[src/rtl/cspic_params.svh]
// constants for the socket power and interrupt control register pair
// assumes inclusion by bare name from rtl files
`ifndef CSPIC_PARAMS_SVH
`define CSPIC_PARAMS_SVH
// register indices, socket 0 and socket 1
`define CSPIC_IDX_PWR_S0      8'h02
`define CSPIC_IDX_IGC_S0      8'h03
`define CSPIC_IDX_PWR_S1      8'h42
`define CSPIC_IDX_IGC_S1      8'h43
// power control fields
`define CSPIC_PWR_OE_BIT      7
`define CSPIC_PWR_VCC_HI      4
`define CSPIC_PWR_VCC_LO      3
`define CSPIC_PWR_VPP_HI      1
`define CSPIC_PWR_VPP_LO      0
`define CSPIC_PWR_WMASK       8'h9b
// interrupt and general control fields
`define CSPIC_IGC_RING_BIT    7
`define CSPIC_IGC_RST_BIT     6
`define CSPIC_IGC_KIND_BIT    5
`define CSPIC_IGC_ROUTE_BIT   4
`define CSPIC_IGC_SEL_HI      3
`define CSPIC_IGC_SEL_LO      0
// reset values
`define CSPIC_PWR_RESET       8'h00
`define CSPIC_IGC_RESET       8'h00
// irq select codes
`define CSPIC_SEL_NONE        4'h0
`define CSPIC_SEL_SMI         4'h2
`endif

[src/rtl/cspic_pkg.sv]
// types for the socket power and interrupt control block
// assumes no other package
package cspic_pkg;
   // supply request decode
   typedef enum logic [1:0] {
      CSPIC_VCC_OFF,
      CSPIC_VCC_5V,
      CSPIC_VCC_3V
   } cspic_vcc_t;
   // programming voltage decode
   typedef enum logic [1:0] {
      CSPIC_VPP_OFF,
      CSPIC_VPP_VCC,
      CSPIC_VPP_12V
   } cspic_vpp_t;
endpackage

[src/rtl/cspic_socket.sv]
// one socket: power control and interrupt/general control registers
// assumes register strobes already decoded for this socket
`timescale 1ns/1ps
`include "cspic_params.svh"
module cspic_socket (
   // clock and reset
   input  wire logic        clk,
   input  wire logic        srst,
   // register access
   input  wire logic        pwr_wr,
   input  wire logic        igc_wr,
   input  wire logic [7:0]  wdata,
   // card-side inputs
   input  wire logic        ring_in,
   input  wire logic        batt_dead_in,
   input  wire logic        card_irq_in,
   input  wire logic        csc_irq_in,
   input  wire logic [3:0]  csc_cfg_route,
   // results
   output logic [7:0]       pwr_q,
   output logic [7:0]       igc_q,
   output cspic_pkg::cspic_vcc_t vcc_sel,
   output cspic_pkg::cspic_vpp_t vpp_sel,
   output logic             power_on,
   output logic             outputs_en,
   output logic             card_reset,
   output logic             ring_mode,
   output logic             status_bit0,
   output logic [15:0]      irq_lines,
   output logic             system_management_interrupt,
   output logic             csc_to_host,
   output logic [15:0]      csc_irq_lines
);
   logic [3:0] sel;
   logic       host_route;

   // power control register, reserved bits kept zero
   always_ff @(posedge clk) begin
      if (srst)
         pwr_q <= `CSPIC_PWR_RESET;
      else if (pwr_wr)
         pwr_q <= wdata & `CSPIC_PWR_WMASK;
   end

   // interrupt and general control register
   always_ff @(posedge clk) begin
      if (srst)
         igc_q <= `CSPIC_IGC_RESET;
      else if (igc_wr)
         igc_q <= wdata;
   end

   // supply decode
   always_comb begin
      unique case (pwr_q[`CSPIC_PWR_VCC_HI:`CSPIC_PWR_VCC_LO])
         2'b10:   vcc_sel = cspic_pkg::CSPIC_VCC_5V;
         2'b11:   vcc_sel = cspic_pkg::CSPIC_VCC_3V;
         default: vcc_sel = cspic_pkg::CSPIC_VCC_OFF;
      endcase
   end

   // programming voltage decode, gated by supply
   always_comb begin
      if (vcc_sel == cspic_pkg::CSPIC_VCC_OFF)
         vpp_sel = cspic_pkg::CSPIC_VPP_OFF;
      else begin
         unique case (pwr_q[`CSPIC_PWR_VPP_HI:`CSPIC_PWR_VPP_LO])
            2'b01:   vpp_sel = cspic_pkg::CSPIC_VPP_VCC;
            2'b10:   vpp_sel = cspic_pkg::CSPIC_VPP_12V;
            default: vpp_sel = cspic_pkg::CSPIC_VPP_OFF;
         endcase
      end
   end

   // status and control levels
   assign power_on    = (vcc_sel != cspic_pkg::CSPIC_VCC_OFF);
   assign outputs_en  = pwr_q[`CSPIC_PWR_OE_BIT];
   assign ring_mode   = igc_q[`CSPIC_IGC_RING_BIT];
   assign card_reset  = ~igc_q[`CSPIC_IGC_RST_BIT];
   assign status_bit0 = ring_mode ? ring_in : batt_dead_in;

   // functional interrupt routing
   assign sel = igc_q[`CSPIC_IGC_SEL_HI:`CSPIC_IGC_SEL_LO];
   always_comb begin
      irq_lines = 16'h0000;
      system_management_interrupt       = 1'b0;
      if (sel == `CSPIC_SEL_SMI)
         system_management_interrupt = card_irq_in;
      else if (sel != `CSPIC_SEL_NONE)
         irq_lines[sel] = card_irq_in;
   end

   // status-change routing
   assign host_route = igc_q[`CSPIC_IGC_ROUTE_BIT] | (sel == `CSPIC_SEL_NONE);
   assign csc_to_host = host_route & csc_irq_in;
   always_comb begin
      csc_irq_lines = 16'h0000;
      if (!host_route && csc_cfg_route != 4'h0)
         csc_irq_lines[csc_cfg_route] = csc_irq_in;
   end
endmodule // cspic_socket

[src/rtl/cspic_top.sv]
// two-socket power and interrupt/general control register bank
// assumes an indexed byte register port in the host clock domain
`timescale 1ns/1ps
`include "cspic_params.svh"
module cspic_top (
   // clock and reset
   input  wire logic        CORE_CLK,
   input  wire logic        SRST,
   // register port
   input  wire logic [7:0]  REG_INDEX,
   input  wire logic        REG_WR,
   input  wire logic        REG_RD,
   input  wire logic [7:0]  REG_WDATA,
   output logic [7:0]       REG_RDATA,
   // card-side inputs per socket
   input  wire logic [1:0]  BATTERY_DETECT_RING_PIN,
   input  wire logic [1:0]  BATTERY_DEAD_IN,
   input  wire logic [1:0]  CARD_IRQ_IN,
   input  wire logic [1:0]  CSC_IRQ_IN,
   input  wire logic [7:0]  CSC_CFG_ROUTE,
   // card-side controls per socket
   output logic [1:0]       CARD_OUTPUT_ENABLE,
   output logic [1:0]       CARD_RESET,
   output logic [1:0]       RING_INDICATE_ENABLE,
   output logic [1:0]       CARD_KIND_SELECT,
   output logic [1:0]       SOCKET_POWER_ON_STATUS,
   output logic [1:0]       STATUS_BIT0,
   // power switch requests per socket
   output logic [3:0]       SUPPLY_VOLTAGE_REQUEST,
   output logic [3:0]       PROGRAM_VOLTAGE_REQUEST,
   output logic [1:0]       POWER_SWITCH_UPDATE,
   // interrupt routing
   output logic [15:0]      IRQ_LINES,
   output logic             SYSTEM_MANAGEMENT_INTERRUPT,
   output logic             CSC_HOST_IRQ
);
   logic [7:0]  pwr_q [2];
   logic [7:0]  igc_q [2];
   cspic_pkg::cspic_vcc_t vcc_sel [2];
   cspic_pkg::cspic_vpp_t vpp_sel [2];
   logic [1:0]  power_on, oe, rst, ring, sb0, system_management_interrupt, csc_host;
   logic [15:0] irq [2];
   logic [15:0] csc_irq [2];
   logic [3:0]  vcc_d, vpp_d;

   // index decode helper
   function automatic logic hit(input logic [7:0] idx, input logic [7:0] want);
      hit = (idx == want);
   endfunction

   // true when a socket's new requests differ from those last sent
   function automatic logic req_changed(input logic [1:0] vcc_new, input logic [1:0] vpp_new,
                                        input logic [1:0] vcc_old, input logic [1:0] vpp_old);
      req_changed = ({vcc_new, vpp_new} != {vcc_old, vpp_old});
   endfunction

   // both sockets
   for (genvar s = 0; s < 2; s++) begin : g_sock
      logic pwr_wr;
      logic igc_wr;
      // write strobes for this socket's two indices
      assign pwr_wr = REG_WR & hit(REG_INDEX, s ? `CSPIC_IDX_PWR_S1 : `CSPIC_IDX_PWR_S0);
      assign igc_wr = REG_WR & hit(REG_INDEX, s ? `CSPIC_IDX_IGC_S1 : `CSPIC_IDX_IGC_S0);
      cspic_socket u_sock (
         .clk           (CORE_CLK),
         .srst          (SRST),
         .pwr_wr        (pwr_wr),
         .igc_wr        (igc_wr),
         .wdata         (REG_WDATA),
         .ring_in       (BATTERY_DETECT_RING_PIN[s]),
         .batt_dead_in  (BATTERY_DEAD_IN[s]),
         .card_irq_in   (CARD_IRQ_IN[s]),
         .csc_irq_in    (CSC_IRQ_IN[s]),
         .csc_cfg_route (CSC_CFG_ROUTE[4*s +: 4]),
         .pwr_q         (pwr_q[s]),
         .igc_q         (igc_q[s]),
         .vcc_sel       (vcc_sel[s]),
         .vpp_sel       (vpp_sel[s]),
         .power_on      (power_on[s]),
         .outputs_en    (oe[s]),
         .card_reset    (rst[s]),
         .ring_mode     (ring[s]),
         .status_bit0   (sb0[s]),
         .irq_lines     (irq[s]),
         .system_management_interrupt           (system_management_interrupt[s]),
         .csc_to_host   (csc_host[s]),
         .csc_irq_lines (csc_irq[s])
      );
      assign vcc_d[2*s +: 2] = vcc_sel[s];
      assign vpp_d[2*s +: 2] = vpp_sel[s];
   end

   // registered read data, unmapped index reads zero
   always_ff @(posedge CORE_CLK) begin
      if (SRST)
         REG_RDATA <= 8'h00;
      else if (REG_RD) begin
         unique case (REG_INDEX)
            `CSPIC_IDX_PWR_S0: REG_RDATA <= pwr_q[0];
            `CSPIC_IDX_IGC_S0: REG_RDATA <= igc_q[0];
            `CSPIC_IDX_PWR_S1: REG_RDATA <= pwr_q[1];
            `CSPIC_IDX_IGC_S1: REG_RDATA <= igc_q[1];
            default:           REG_RDATA <= 8'h00;
         endcase
      end
   end

   // card output enable follows power bit 7
   always_ff @(posedge CORE_CLK) begin
      if (SRST)
         CARD_OUTPUT_ENABLE <= 2'b00;
      else
         CARD_OUTPUT_ENABLE <= oe;
   end

   // card reset held asserted until software releases it
   always_ff @(posedge CORE_CLK) begin
      if (SRST)
         CARD_RESET <= 2'b11;
      else
         CARD_RESET <= rst;
   end

   // shared battery pin switched to ring indicate
   always_ff @(posedge CORE_CLK) begin
      if (SRST)
         RING_INDICATE_ENABLE <= 2'b00;
      else
         RING_INDICATE_ENABLE <= ring;
   end

   // card kind as programmed by software
   always_ff @(posedge CORE_CLK) begin
      if (SRST)
         CARD_KIND_SELECT <= 2'b00;
      else
         CARD_KIND_SELECT <= {igc_q[1][`CSPIC_IGC_KIND_BIT],
                              igc_q[0][`CSPIC_IGC_KIND_BIT]};
   end

   // power status mirrors the decoded supply request
   always_ff @(posedge CORE_CLK) begin
      if (SRST)
         SOCKET_POWER_ON_STATUS <= 2'b00;
      else
         SOCKET_POWER_ON_STATUS <= power_on;
   end

   // status bit 0: ring level or battery-dead level
   always_ff @(posedge CORE_CLK) begin
      if (SRST)
         STATUS_BIT0 <= 2'b00;
      else
         STATUS_BIT0 <= sb0;
   end

   // supply requests towards the external power switch
   always_ff @(posedge CORE_CLK) begin
      if (SRST)
         SUPPLY_VOLTAGE_REQUEST <= 4'h0;
      else
         SUPPLY_VOLTAGE_REQUEST <= vcc_d;
   end

   // programming requests, already forced off without supply
   always_ff @(posedge CORE_CLK) begin
      if (SRST)
         PROGRAM_VOLTAGE_REQUEST <= 4'h0;
      else
         PROGRAM_VOLTAGE_REQUEST <= vpp_d;
   end

   // one-cycle pulse when a socket's requests differ from those sent
   always_ff @(posedge CORE_CLK) begin
      if (SRST)
         POWER_SWITCH_UPDATE <= 2'b00;
      else begin
         for (int s = 0; s < 2; s++)
            POWER_SWITCH_UPDATE[s] <= req_changed(vcc_d[2*s +: 2], vpp_d[2*s +: 2],
                                                  SUPPLY_VOLTAGE_REQUEST[2*s +: 2],
                                                  PROGRAM_VOLTAGE_REQUEST[2*s +: 2]);
      end
   end

   // legacy lines: functional and status-change routes of both sockets
   always_ff @(posedge CORE_CLK) begin
      if (SRST)
         IRQ_LINES <= 16'h0000;
      else
         IRQ_LINES <= irq[0] | irq[1] | csc_irq[0] | csc_irq[1];
   end

   // system management interrupt from either socket
   always_ff @(posedge CORE_CLK) begin
      if (SRST)
         SYSTEM_MANAGEMENT_INTERRUPT <= 1'b0;
      else
         SYSTEM_MANAGEMENT_INTERRUPT <= |system_management_interrupt;
   end

   // status changes routed to the host bus
   always_ff @(posedge CORE_CLK) begin
      if (SRST)
         CSC_HOST_IRQ <= 1'b0;
      else
         CSC_HOST_IRQ <= |csc_host;
   end
endmodule // cspic_top

[config.mk]
export PLATFORM = sky130hd
export DESIGN_NAME = cspic_top
export DESIGN_NICKNAME = d
export VERILOG_FILES = /design/src/rtl/cspic_pkg.sv /design/src/rtl/cspic_socket.sv /design/src/rtl/cspic_top.sv
export VERILOG_INCLUDE_DIRS = /design/src /design/src/rtl
export SDC_FILE = /design/constraint.sdc
export NUM_CORES = 1
export LEC_CHECK = 0
export BUFFER_PORTS_ARGS = -buffer_cell sky130_fd_sc_hd__buf_2
export CORE_MARGIN = 3
export CORE_UTILIZATION = 56
export CTS_CLUSTER_DIAMETER = 50
export CTS_CLUSTER_SIZE = 24
export DETAILED_ROUTE_END_ITERATION = 12
export PLACE_DENSITY = 0.84
export SYNTH_ARGS = -nofsm -noshare
export SYNTH_HDL_FRONTEND = slang
export SYNTH_SLANG_ARGS = --single-unit
export TNS_END_PERCENT = 5
[constraint.sdc]
create_clock -name CORE_CLK -period 3.85 [get_ports CORE_CLK]
set_input_delay 0.385 -clock CORE_CLK [delete_from_list [all_inputs] [get_ports CORE_CLK]]
set_output_delay 0.385 -clock CORE_CLK [all_outputs]
set_load 0.02 [all_outputs]
# Word-level counts from Yosys, hierarchy flattened
# Cells that the tools add are included.
# W data, S select, Z words.
# op_classes
order_cmp	8
eq_ne	16
n_mux	25
bitwise	17
n_reduce_logical	20
# op_table
operator	count
$mux W16	6
$and A16 B16 Y16	4
$or A16 B16 Y16	3
$pmux W8 S4	1
$lt A4 B5 Y1 const B	4
$demux W1 S4	4
$eq A8 B2 Y1 const B	2
$eq A8 B7 Y1 const B	2
$ge A4 B1 Y1 const B	4
$pmux W2 S2	4
$reduce_bool A4 Y1	4
$eq A2 B2 Y1 const B	6
$eq A4 B2 Y1 const B	2
$logic_not A4 Y1	2
$mux W1	8
$ne A4 B4 Y1	2
$and A1 B1 Y1	6
$logic_and A1 B1 Y1	6
$eq A2 B1 Y1 const B	2
$logic_not A2 Y1	2
$mux W2	2
$reduce_bool A2 Y1	2
$reduce_or A2 Y1	2
$logic_not A1 Y1	2
other kinds (2)	4
# word_totals
ff_bits	74
input_bits	36
output_inout_bits	48
elab_cells	103

# Longest topological paths before layout
# Gate-level depths: netlist (run 1).
# depth
depth_word	10
mapped_depth	6
ltp_nobuf	4

# Modules after synthesis
# From an unflattened synthesis (run 1), not the netlist that was laid out.
# hier_totals
cells_unflattened	381
area_unflattened_um2	3474.6
# modules_own_cells
mod	n_inst	cells_each	area_each_um2	seq_area_each_um2
cspic_top	1	163	1757.9	960.9
cspic_socket	2	109	858.3	260.2

# Worst setup path before layout (run 1)
# Ideal clock, no wire load.
# synth_path
kind	input port to flip-flop
start	in REG_INDEX[3]
end	reg g_sock[1].u_sock.igc_q[1]
setup_ns	0.128
arrival_ns	1.723
required_ns	3.722
setup_slack_ns	1.999
path_stages	6
n_path_buf	2
cell_sequence	or4_4 buf_6 or3_1 buf_4 mux2i_1 nor2_1
# synth_between
elab_chain_cells	2
# synth_rtl
element	line	source
start, declared	cspic_top.sv:10	input wire logic [7:0] REG_INDEX,
$eq A8 B7 Y1	cspic_top.sv:48	hit = (idx == want);
$and A1 B1 Y1	cspic_top.sv:63	assign igc_wr = REG_WR & hit(REG_INDEX, s ? `CSPIC_IDX_IGC_S1 : `CSPIC_IDX_IGC_S0);
end signal, assigned	cspic_socket.sv:48	igc_q <= `CSPIC_IGC_RESET;
end signal, assigned	cspic_socket.sv:50	igc_q <= wdata;
end, declared	cspic_socket.sv:21	output logic [7:0] igc_q,
# Every way passes these cells.
# A chain may end at the register's enable or synchronous reset.

# Worst setup path in the final report (run 1)
# layout_path
start	in REG_INDEX[0]
end	reg g_sock[1].u_sock.pwr_q[3]
# layout_between
elab_chain_cells	2
# layout_rtl
element	line	source
$eq A8 B7 Y1	cspic_top.sv:48	
$and A1 B1 Y1	cspic_top.sv:62	assign pwr_wr = REG_WR & hit(REG_INDEX, s ? `CSPIC_IDX_PWR_S1 : `CSPIC_IDX_PWR_S0);
end signal, assigned	cspic_socket.sv:40	pwr_q <= `CSPIC_PWR_RESET;
end signal, assigned	cspic_socket.sv:42	pwr_q <= wdata & `CSPIC_PWR_WMASK;
end, declared	cspic_socket.sv:20	output logic [7:0] pwr_q,
# Every way passes these cells.

==> results.json, run 1 <==
{
  "clock_sink_count": 74,
  "synth_net_count": 355,
  "startpoint_types": "primary input",
  "final_wirelength_um": 7630,
  "timing.critical_path.required_ns": 4.05,
  "ys_ff_latch": 74,
  "critical_path.max_fanout": 10,
  "fraction_of_registers_with_async_set_or_reset_after_synthesis_pct": 0,
  "via_per_inst": 5.73,
  "main_combinational_cell_family_by_area_after_synthesis": "simple AND/OR/NAND/NOR gates",
  "grt_start_max_net_pins": 56,
  "floorplan.die_area_mm2": 0.00653,
  "worst_skew_late_latency_ns": 0.34,
  "postCtsSetupRepairBufs": 0,
  "ys_types": 43,
  "synthesis.yosys.warnings": 0,
  "finish.net_count": 437,
  "area_overhead_vs_synth_pct": 21.4,
  "instances_no_fill": 476,
  "tritoncts": "done",
  "synth_enable_flop_cells": 0,
  "final_layout_size_suffix_gt1_share_pct": 30.3,
  "detail_route.iter0.violations": 240,
  "fin_worst_skew_ns": 0.00411,
  "post_synth_and_or_nand_nor_area_fraction_pct": 23.9,
  "ys_seq_area_share_pct": 47.3,
  "power.density_mw_per_mm2": 404,
  "routed-via-count": 2726,
  "cts_made_buffers": 9,
  "timing.final.hold_violations": 0,
  "ys_dominant_reg_cell": "dfxtp_1",
  "grt_pass1_vias": 2478,
  "floorplan.die.width_um": 80.8,
  "max_cap_violations": 0,
  "layout_worst_path_cycle_share_pct": 46.0,
  "htreeDepth": 3,
  "grt_antenna_before_repair": 0,
  "maxSlewViolCount": 0,
  "worst_pin_slew_ns": 0.878,
  "dr.pass1.iters": 5,
  "globalplace.congestion": 0.915,
  "total_power_consumption_mw": 1.54,
  "synth_compound_area_share_pct": 12.3,
  "initial_core_util_pct": 59.4,
  "fp.dieH_um": 80.8,
  "place.port_buffers": 83,
  "synth.mux.area_fraction_pct": 12.3,
  "worst-endpoint-arrival_ns": 1.98,
  "cts_root_buf": "clkbuf_8",
  "track_usage_pct": 24.3,
  "antenna_cells_inserted": 0,
  "clkSlewWorstSetupHoldPaths_ns": 0.08,
  "total_negative_setup_slack_ns": 0,
  "post_cts.resized_instances": 0,
  "holdCritPathClass": "in -> reg",
  "drc": 0,
  "synth_xor_area_share_pct": 0.559,
  "worst_ir_drop_vdd_mv": 0.309,
  "min_clock_period_post_route_ns": 1.77,
  "coreArea_mm2": 0.00527,
  "synth_fa_ha_area_share_pct": 0,
  "cts_hold_buffers": 0,
  "ctsLongestPathBuffers": 2,
  "place.detailed.instances": 460,
  "status": "completed",
  "core.rowCount": 26,
  "syn_area_mm2": 0.00313,
  "grt_setup_unrepaired": "false",
  "first_pass_grt_wire_length_um": 12100,
  "gr-total-overflow": 0,
  "syn_inst": 319,
  "timing.final.setup_violations": 0,
  "route.antenna.remaining_nets": 0,
  "clock.fmax_mhz": 564,
  "leakage_nw": 1.64,
  "pin_count": 84,
  "worst_setup_path_end_kind": "flip-flop",
  "dp_hpwl_um": 5390,
  "avgRoutedWirePerCell_um": 16.0,
  "post_synthesis_mean_instance_area_um2": 9.82,
  "r2r_setup_slack_ns": 2.15,
  "timing_worst_setup_path_type": "in -> reg",
  "worst_slew_margin_rel_pct": 41.5
}
[worst max-delay path, stage by stage]
cell and delay [ns]:
buf_2 0.19, or4bb_1 0.58, or3_1 0.51, mux2i_1 0.25
nor2_1 0.06
[cells by family (layout without fill, tap and decap cells)]
kind of cell / count (synthesis) / count (layout)
flip-flops: 74 / 74
AO/OA/AOI/OAI: 53 / 53
multiplexers: 32 / 32
other: 1 / 1
AND/OR/NAND/NOR: 134 / 134
XOR/XNOR: 2 / 2
buffers and inverters: 23 / 110
[state kept, by name (all words and copies together), names as in the netlist, 4 cells and up]
name	flops
g_sock.u_sock.pwr_q	10
SUPPLY_VOLTAGE_REQUEST	4
REG_RDATA	8
g_sock.u_sock.igc_q	16
IRQ_LINES	16
PROGRAM_VOLTAGE_REQUEST	4
[report_power, final]
part	total, mW	internal (mW)	switching [mW]
registers	0.768	0.767	0.00111
clock network	0.697	0.404	0.294
logic	0.0710	0.0272	0.0438
total	1.54	1.20	0.338
[worst paths after layout]
path,from,endpoint,cells past startpoint
worst min register to register,g_sock[0].u_sock.igc_q[6],CARD_RESET[0],1
worst max register to register,g_sock[0].u_sock.igc_q[1],IRQ_LINES[5],4
worst min-delay path,BATTERY_DEAD_IN[1],STATUS_BIT0[1],3
worst max-delay path,REG_INDEX[0],g_sock[1].u_sock.pwr_q[3],5
[cell usage in the layout, fill, tap and decap left out, types with 11 or more instances in the layout]
| cell type | count |
|---|---|
| buf_2 | 83 |
| clkbuf_8 | 11 |
| dfxtp_1 | 74 |
| inv_1 | 11 |
| mux2i_1 | 24 |
| nand2_1 | 22 |
| nand2b_1 | 15 |
| nand3b_1 | 11 |
| nor2_1 | 35 |
| o221ai_1 | 14 |
[final cells by class]
| cell class | instances | area (um^2) |
|---|---|---|
| fill | 413 | 1470 |
| multi-input combinational | 222 | 1540 |
| clock buffer | 11 | 151 |
| tap | 70 | 87.6 |
| timing repair buffer | 83 | 415 |
| inverter | 11 | 41.3 |
| clock inverter | 5 | 85.1 |
| sequential | 74 | 1480 |
[layer usage]
layer | vias to the layer above | GRT usage (%) | part of all wire (%)
li1 | 1318 | - | -
met1 | 1272 | 33.6 | 46
met2 | 130 | 38.0 | 46
met3 | 6 | 5.32 | 7.5
met4 | 0 | 7.77 | 0.77
met5 | - | 0 | 0
[synthesized netlist by cell type, types with 3 or more instances]
master,count,area (um^2)
nor3_1,7,35.0
o21ai_0,9,45.0
mux4_2,5,113
a21oi_1,8,40.0
inv_1,11,41.3
o221ai_1,14,123
nand4b_1,3,26.3
or3_1,3,18.8
nor2b_1,9,56.3
nand2b_1,15,93.8
nor2_1,35,131
mux2_2,3,33.8
nor4_1,4,25.0
nor3b_1,8,60.1
dfxtp_1,74,1480
clkbuf_1,6,22.5
nand3_1,3,15.0
nand3b_1,11,82.6
o21ai_2,8,70.1
a22oi_1,10,75.1
nand2_1,22,82.6
mux2i_1,24,240
[per-stage QoR]
step | util (%) | worst slack (ns) | area, um^2 | hold slack, ns
after global routing | 72.2 | 1.99 | 3800 | 0.306
after CTS | 72.2 | 2.08 | 3800 | 0.274
after global placement | 67.7 | 1.80 | 3570 | 0.398
final | 72.2 | 2.08 | 3800 | 0.280
after detailed placement | 67.7 | 1.76 | 3570 | 0.411
after floorplan | - | 2.00 | 3130 | 0.380
No activity file was read; power rests on OpenSTA's default activity.
==> inputs of run 2 (changes only) <==
CORE_UTILIZATION = 52   (was 56)
PLACE_DENSITY = 0.79   (was 0.84)
clock period = 1.85 ns   (was 3.85 ns; I/O delays follow)
==> run 2 against run 1 <==
Compared with the run above: cell area increased by 1.1%; critical path type is now reg -> reg; sequential share of layout area down 0.42 points; hold slack worse by 0.23 ns; clock power grew 79%; largest cell class unchanged; wire length is 0.60% lower; power grew 95%; final cell count grew 2.7%; largest power group unchanged; combinational power rose by 110%; register-to-register slack worse by 1.9 ns; highest routed layer unchanged.
==> results.json, run 2 (synthesized netlist as in run 1, its figures left out) <==
{
  "status": "completed",
  "max_cap_violations": 0,
  "gr-total-overflow": 0,
  "holdCritPathClass": "in -> reg",
  "net-switching-power_uw": 714,
  "power_switching_share_pct": 23.8,
  "maxSlewViolCount": 0,
  "clock_sink_count": 74,
  "first_pass_grt_wire_length_um": 12500,
  "final_wirelength_um": 7580,
  "leakage_nw": 1.68,
  "grt_pass1_vias": 2607,
  "detail_route.iter0.violations": 282,
  "clock.fmax_mhz": 615,
  "track_usage_pct": 22.5,
  "coreArea_mm2": 0.00568,
  "total_negative_setup_slack_ns": 0,
  "antenna_cells_inserted": 0,
  "via_per_inst": 5.55,
  "critical_path.max_stage_delay_ns": 0.55,
  "routed-via-count": 2713,
  "cts_root_buf": "clkbuf_8",
  "postCtsSetupRepairBufs": 0,
  "place.port_buffers": 83,
  "p_clk_share_pct": 41.6,
  "final_layout_size_suffix_gt1_share_pct": 31.9,
  "drc": 0,
  "worst_ir_drop_vdd_mv": 0.484,
  "avgRoutedWirePerCell_um": 15.5,
  "critical_path.max_fanout": 4,
  "grt_antenna_before_repair": 0,
  "worst_slew_margin_rel_pct": 60.5,
  "layout_worst_path_cycle_share_pct": 87.9,
  "sequentialPowerShare_pct": 53.3,
  "cp_slowest_cell": "nor4_1",
  "initial_core_util_pct": 55.2,
  "tritoncts": "done",
  "worst_pin_slew_ns": 0.587,
  "fillerInstances": 431,
  "grt_setup_unrepaired": "false",
  "timing.final.hold_violations": 0,
  "cts_made_buffers": 9,
  "worst_setup_path_end_kind": "flip-flop",
  "worst_skew_late_latency_ns": 0.36,
  "power.density_mw_per_mm2": 780,
  "globalplace.congestion": 0.903,
  "fp.dieH_um": 83.6,
  "ff_latch_area_mm2": 0.00148,
  "dr.pass1.iters": 5,
  "htreeDepth": 3,
  "ctsLongestPathBuffers": 2,
  "startpoint_types": "flip-flop",
  "critical_path.cell_chain": "nor4_1, nor3_1, nand3b_1, o221ai_1",
  "grt_start_max_net_pins": 32,
  "timing_worst_setup_path_type": "reg -> reg",
  "fin_worst_skew_ns": 0.00970,
  "pin_count": 84,
  "core.rowCount": 27,
  "finalCoreUtilization_pct": 67.7,
  "clkSlewWorstSetupHoldPaths_ns": 0.08,
  "timing.final.setup_violations": 0,
  "finish.net_count": 448,
  "area_overhead_vs_synth_pct": 22.7,
  "timing.critical_path.required_ns": 2.06,
  "most_used_cells_in_the_layout_excluding_fill_and_tap_cells": "buf_2 (83), dfxtp_1 (74), nor2_1 (35)",
  "worst_path_dominant_cell_family": "simple AND/OR/NAND/NOR gates",
  "cts_hold_buffers": 0,
  "p_int_mw": 2.28,
  "multiInputGateArea_mm2": 0.00154,
  "min_clock_period_post_route_ns": 1.63,
  "worst-endpoint-arrival_ns": 1.84,
  "floorplan.die_area_mm2": 0.00699,
  "dp_hpwl_um": 5640,
  "floorplan.die.width_um": 83.6,
  "mostFrequentLayoutCell": "buf_2",
  "post_cts.resized_instances": 0,
  "largestRegisters": "IRQ_LINES: 16 flops, g_sock.u_sock.igc_q: 16 flops, g_sock.u_sock.pwr_q: 10 flops",
  "route.antenna.remaining_nets": 0,
  "cp.buffers_inverters": 0,
  "combPwrFrac_pct": 5.1
}
[run 2: worst min-delay path, stage by stage]
cell and delay (ns):
buf_2 0.07, mux2i_1 0.05, nor2_1 0.07
[run 2: power by group through the flow]
stage	registers [mW]	logic, mW	clock network, mW
floorplan	1.64	0.0689	0
global placement	1.64	0.150	0
detailed placement	1.64	0.149	0
CTS	1.60	0.151	1.26
global route	1.60	0.165	1.33
finish	1.60	0.152	1.25
[run 2: final cells by class]
class	instances	area share [%]
inverter	11	1.07
clock inverter	6	1.69
timing repair buffer	94	13.0
sequential	74	38.5
multi-input combinational	222	40.1
clock buffer	10	3.32
tap	72	2.34
[run 2: per-layer routing]
metal / track usage, % / up-vias / share of wire [%]
met1: 29.6 / 1250 / 45
met4: 7.89 / 0 / 1.6
li1: - / 1333 / -
met3: 6.81 / 12 / 8.1
met2: 34.9 / 118 / 45
met5: 0 / - / 0
[run 2: through the flow]
stage	instance area (um^2)	hold WS (ns)	cells	total power, mW	worst slack, ns
2_1_floorplan	3130	0.329	319	1.71	0.199
3_3_place_gp	3650	0.404	473	1.79	0.0175
3_5_place_dp	3650	0.400	473	1.79	-0.0138
4_1_cts	3840	0.0469	489	3.01	0.241
5_1_grt	3840	0.0556	489	3.09	0.100
6_report	3840	0.0548	489	3.00	0.223
[run 2: path summary, 6_finish.rpt]
check	start	end	slack, ns	depth (start not counted)
min	BATTERY_DEAD_IN[1]	STATUS_BIT0[1]	0.05	3
min reg2reg	g_sock[1].u_sock.igc_q[6]	CARD_RESET[1]	0.42	1
max	g_sock[0].u_sock.igc_q[0]	IRQ_LINES[6]	0.22	4
max reg2reg	g_sock[0].u_sock.igc_q[0]	IRQ_LINES[6]	0.22	4
==> inputs of run 3 (changes only) <==
CORE_ASPECT_RATIO = 1.2   (was default)
==> run 3 against run 2 <==
Compared with the run above: critical path type unchanged; critical endpoint unchanged; flip-flop and latch count unchanged; wire length down 0.20%; sequential power about the same; setup slack better by 0.048 ns; count of clock-buffer cells in the layout unchanged; via count up 0.59%; highest routed layer unchanged; die area about the same; clock power down 5%; power down 1.7%; global-route usage down 0.26 points; hold slack better by 0.021 ns.
==> results.json, run 3 (synthesized netlist as in run 1, its figures left out) <==
{
  "drc": 0,
  "timing.final.setup_violations": 0,
  "core.rowCount": 30,
  "startpoint_types": "flip-flop",
  "max_cap_violations": 0,
  "total_power_consumption_mw": 2.95,
  "fp.dieH_um": 91.0,
  "cts_hold_buffers": 0,
  "initial_core_util_pct": 54.6,
  "instances_no_fill": 493,
  "final.setup.worst_slack_ns": 0.271,
  "largestRegisters": "IRQ_LINES: 16 flops, g_sock.u_sock.igc_q: 16 flops, g_sock.u_sock.pwr_q: 10 flops",
  "postCtsSetupRepairBufs": 0,
  "placement.setup.worst_slack_ns": -0.0132,
  "floorplan.die_area_mm2": 0.00700,
  "place.port_buffers": 83,
  "floorplan.die.width_um": 76.9,
  "holdCritPathClass": "in -> reg",
  "timing_worst_setup_path_type": "reg -> reg",
  "via_per_inst": 5.54,
  "timing.critical_path.required_ns": 2.06,
  "status": "completed",
  "worst_slew_margin_rel_pct": 58.5,
  "grt_setup_unrepaired": "false",
  "routed-via-count": 2729,
  "worst_setup_path_end_kind": "flip-flop",
  "final_wirelength_um": 7560,
  "critical_path.max_fanout": 8,
  "worst-endpoint-arrival_ns": 1.79,
  "avgRoutedWirePerCell_um": 15.3,
  "cts_root_buf": "clkbuf_8",
  "most_used_cells_in_the_layout_excluding_fill_and_tap_cells": "buf_2 (83), dfxtp_1 (74), nor2_1 (35)",
  "area_overhead_vs_synth_pct": 22.2,
  "worst_skew_late_latency_ns": 0.35,
  "clock.fmax_mhz": 633,
  "timing.final.hold_violations": 0,
  "maxSlewViolCount": 0,
  "coreArea_mm2": 0.00574,
  "post_cts.resized_instances": 0,
  "final_layout_size_suffix_gt1_share_pct": 31.2,
  "antenna_cells_inserted": 0,
  "dr.pass1.iters": 4,
  "worst_pin_slew_ns": 0.622,
  "ctsLongestPathBuffers": 2,
  "grt_pass1_vias": 2545,
  "placed_standard_cell_area_mm2": 0.00364,
  "tritoncts": "done",
  "clkSlewWorstSetupHoldPaths_ns": 0.08,
  "track_usage_pct": 22.2,
  "globalplace.congestion": 0.882,
  "gr-total-overflow": 0,
  "place.detailed.instances": 477,
  "grt_antenna_before_repair": 0,
  "grt_start_max_net_pins": 35,
  "final_area_mm2": 0.00383,
  "finish.net_count": 444,
  "first_pass_grt_wire_length_um": 12200,
  "fin_worst_skew_ns": 0.00619,
  "min_clock_period_post_route_ns": 1.58,
  "htreeDepth": 3,
  "cts_made_buffers": 9,
  "finalCoreUtilization_pct": 66.7,
  "dp_hpwl_um": 5600,
  "mostFrequentLayoutCell": "buf_2",
  "clock_sink_count": 74,
  "worst_ir_drop_vdd_mv": 0.509,
  "pin_count": 84,
  "layout_worst_path_cycle_share_pct": 85.4,
  "power.density_mw_per_mm2": 769,
  "route.antenna.remaining_nets": 0,
  "detail_route.iter0.violations": 146,
  "leakage_nw": 1.66
}
==> run 3: per-stage QoR <==
step,setup TNS [ns],hold slack [ns]
6_report,0,0.0756
5_1_grt,0,0.104
4_1_cts,0,0.0708
3_5_place_dp,-0.0132,0.408
3_3_place_gp,0,0.406
2_1_floorplan,0,0.329
==> run 3: path summary, 6_finish.rpt <==
check	start	endpoint	slack, ns	depth (start not counted)
worst max-delay path	g_sock[0].u_sock.igc_q[1]	IRQ_LINES[6]	0.27	4
worst min-delay path	BATTERY_DEAD_IN[0]	STATUS_BIT0[0]	0.08	3
worst max register to register	g_sock[0].u_sock.igc_q[1]	IRQ_LINES[6]	0.27	4
worst min register to register	g_sock[1].u_sock.igc_q[6]	CARD_RESET[1]	0.43	1
==> run 3: cell type report <==
type,count,area (um^2)
clock buffer,10,128
clock inverter,6,57.6
fill,467,1910
inverter,11,41.3
multi-input combinational,222,1540
sequential,74,1480
tap,80,100
timing repair buffer,90,480
==> run 3: routing by layer <==
metal	track usage, %	vias to the layer above	part of all wire, %
met5	0	-	0
met4	12.8	0	2.8
met3	4.46	16	7.3
met2	37.1	119	49
met1	26.3	1255	41
li1	-	1339	-
==> run 3: worst max-delay path: stages, from the launching register on <==
cell and delay, ns:
dfxtp_1 0.39, nor4_1 0.49, nor3_1 0.17, nand3b_1 0.23, o221ai_1 0.17
==> run 3: report_power, final <==
group	leakage [nW]	switching, mW	internal, mW
logic	0.966	0.0920	0.0607
clock network	0.0958	0.581	0.613
registers	0.597	0.00206	1.60
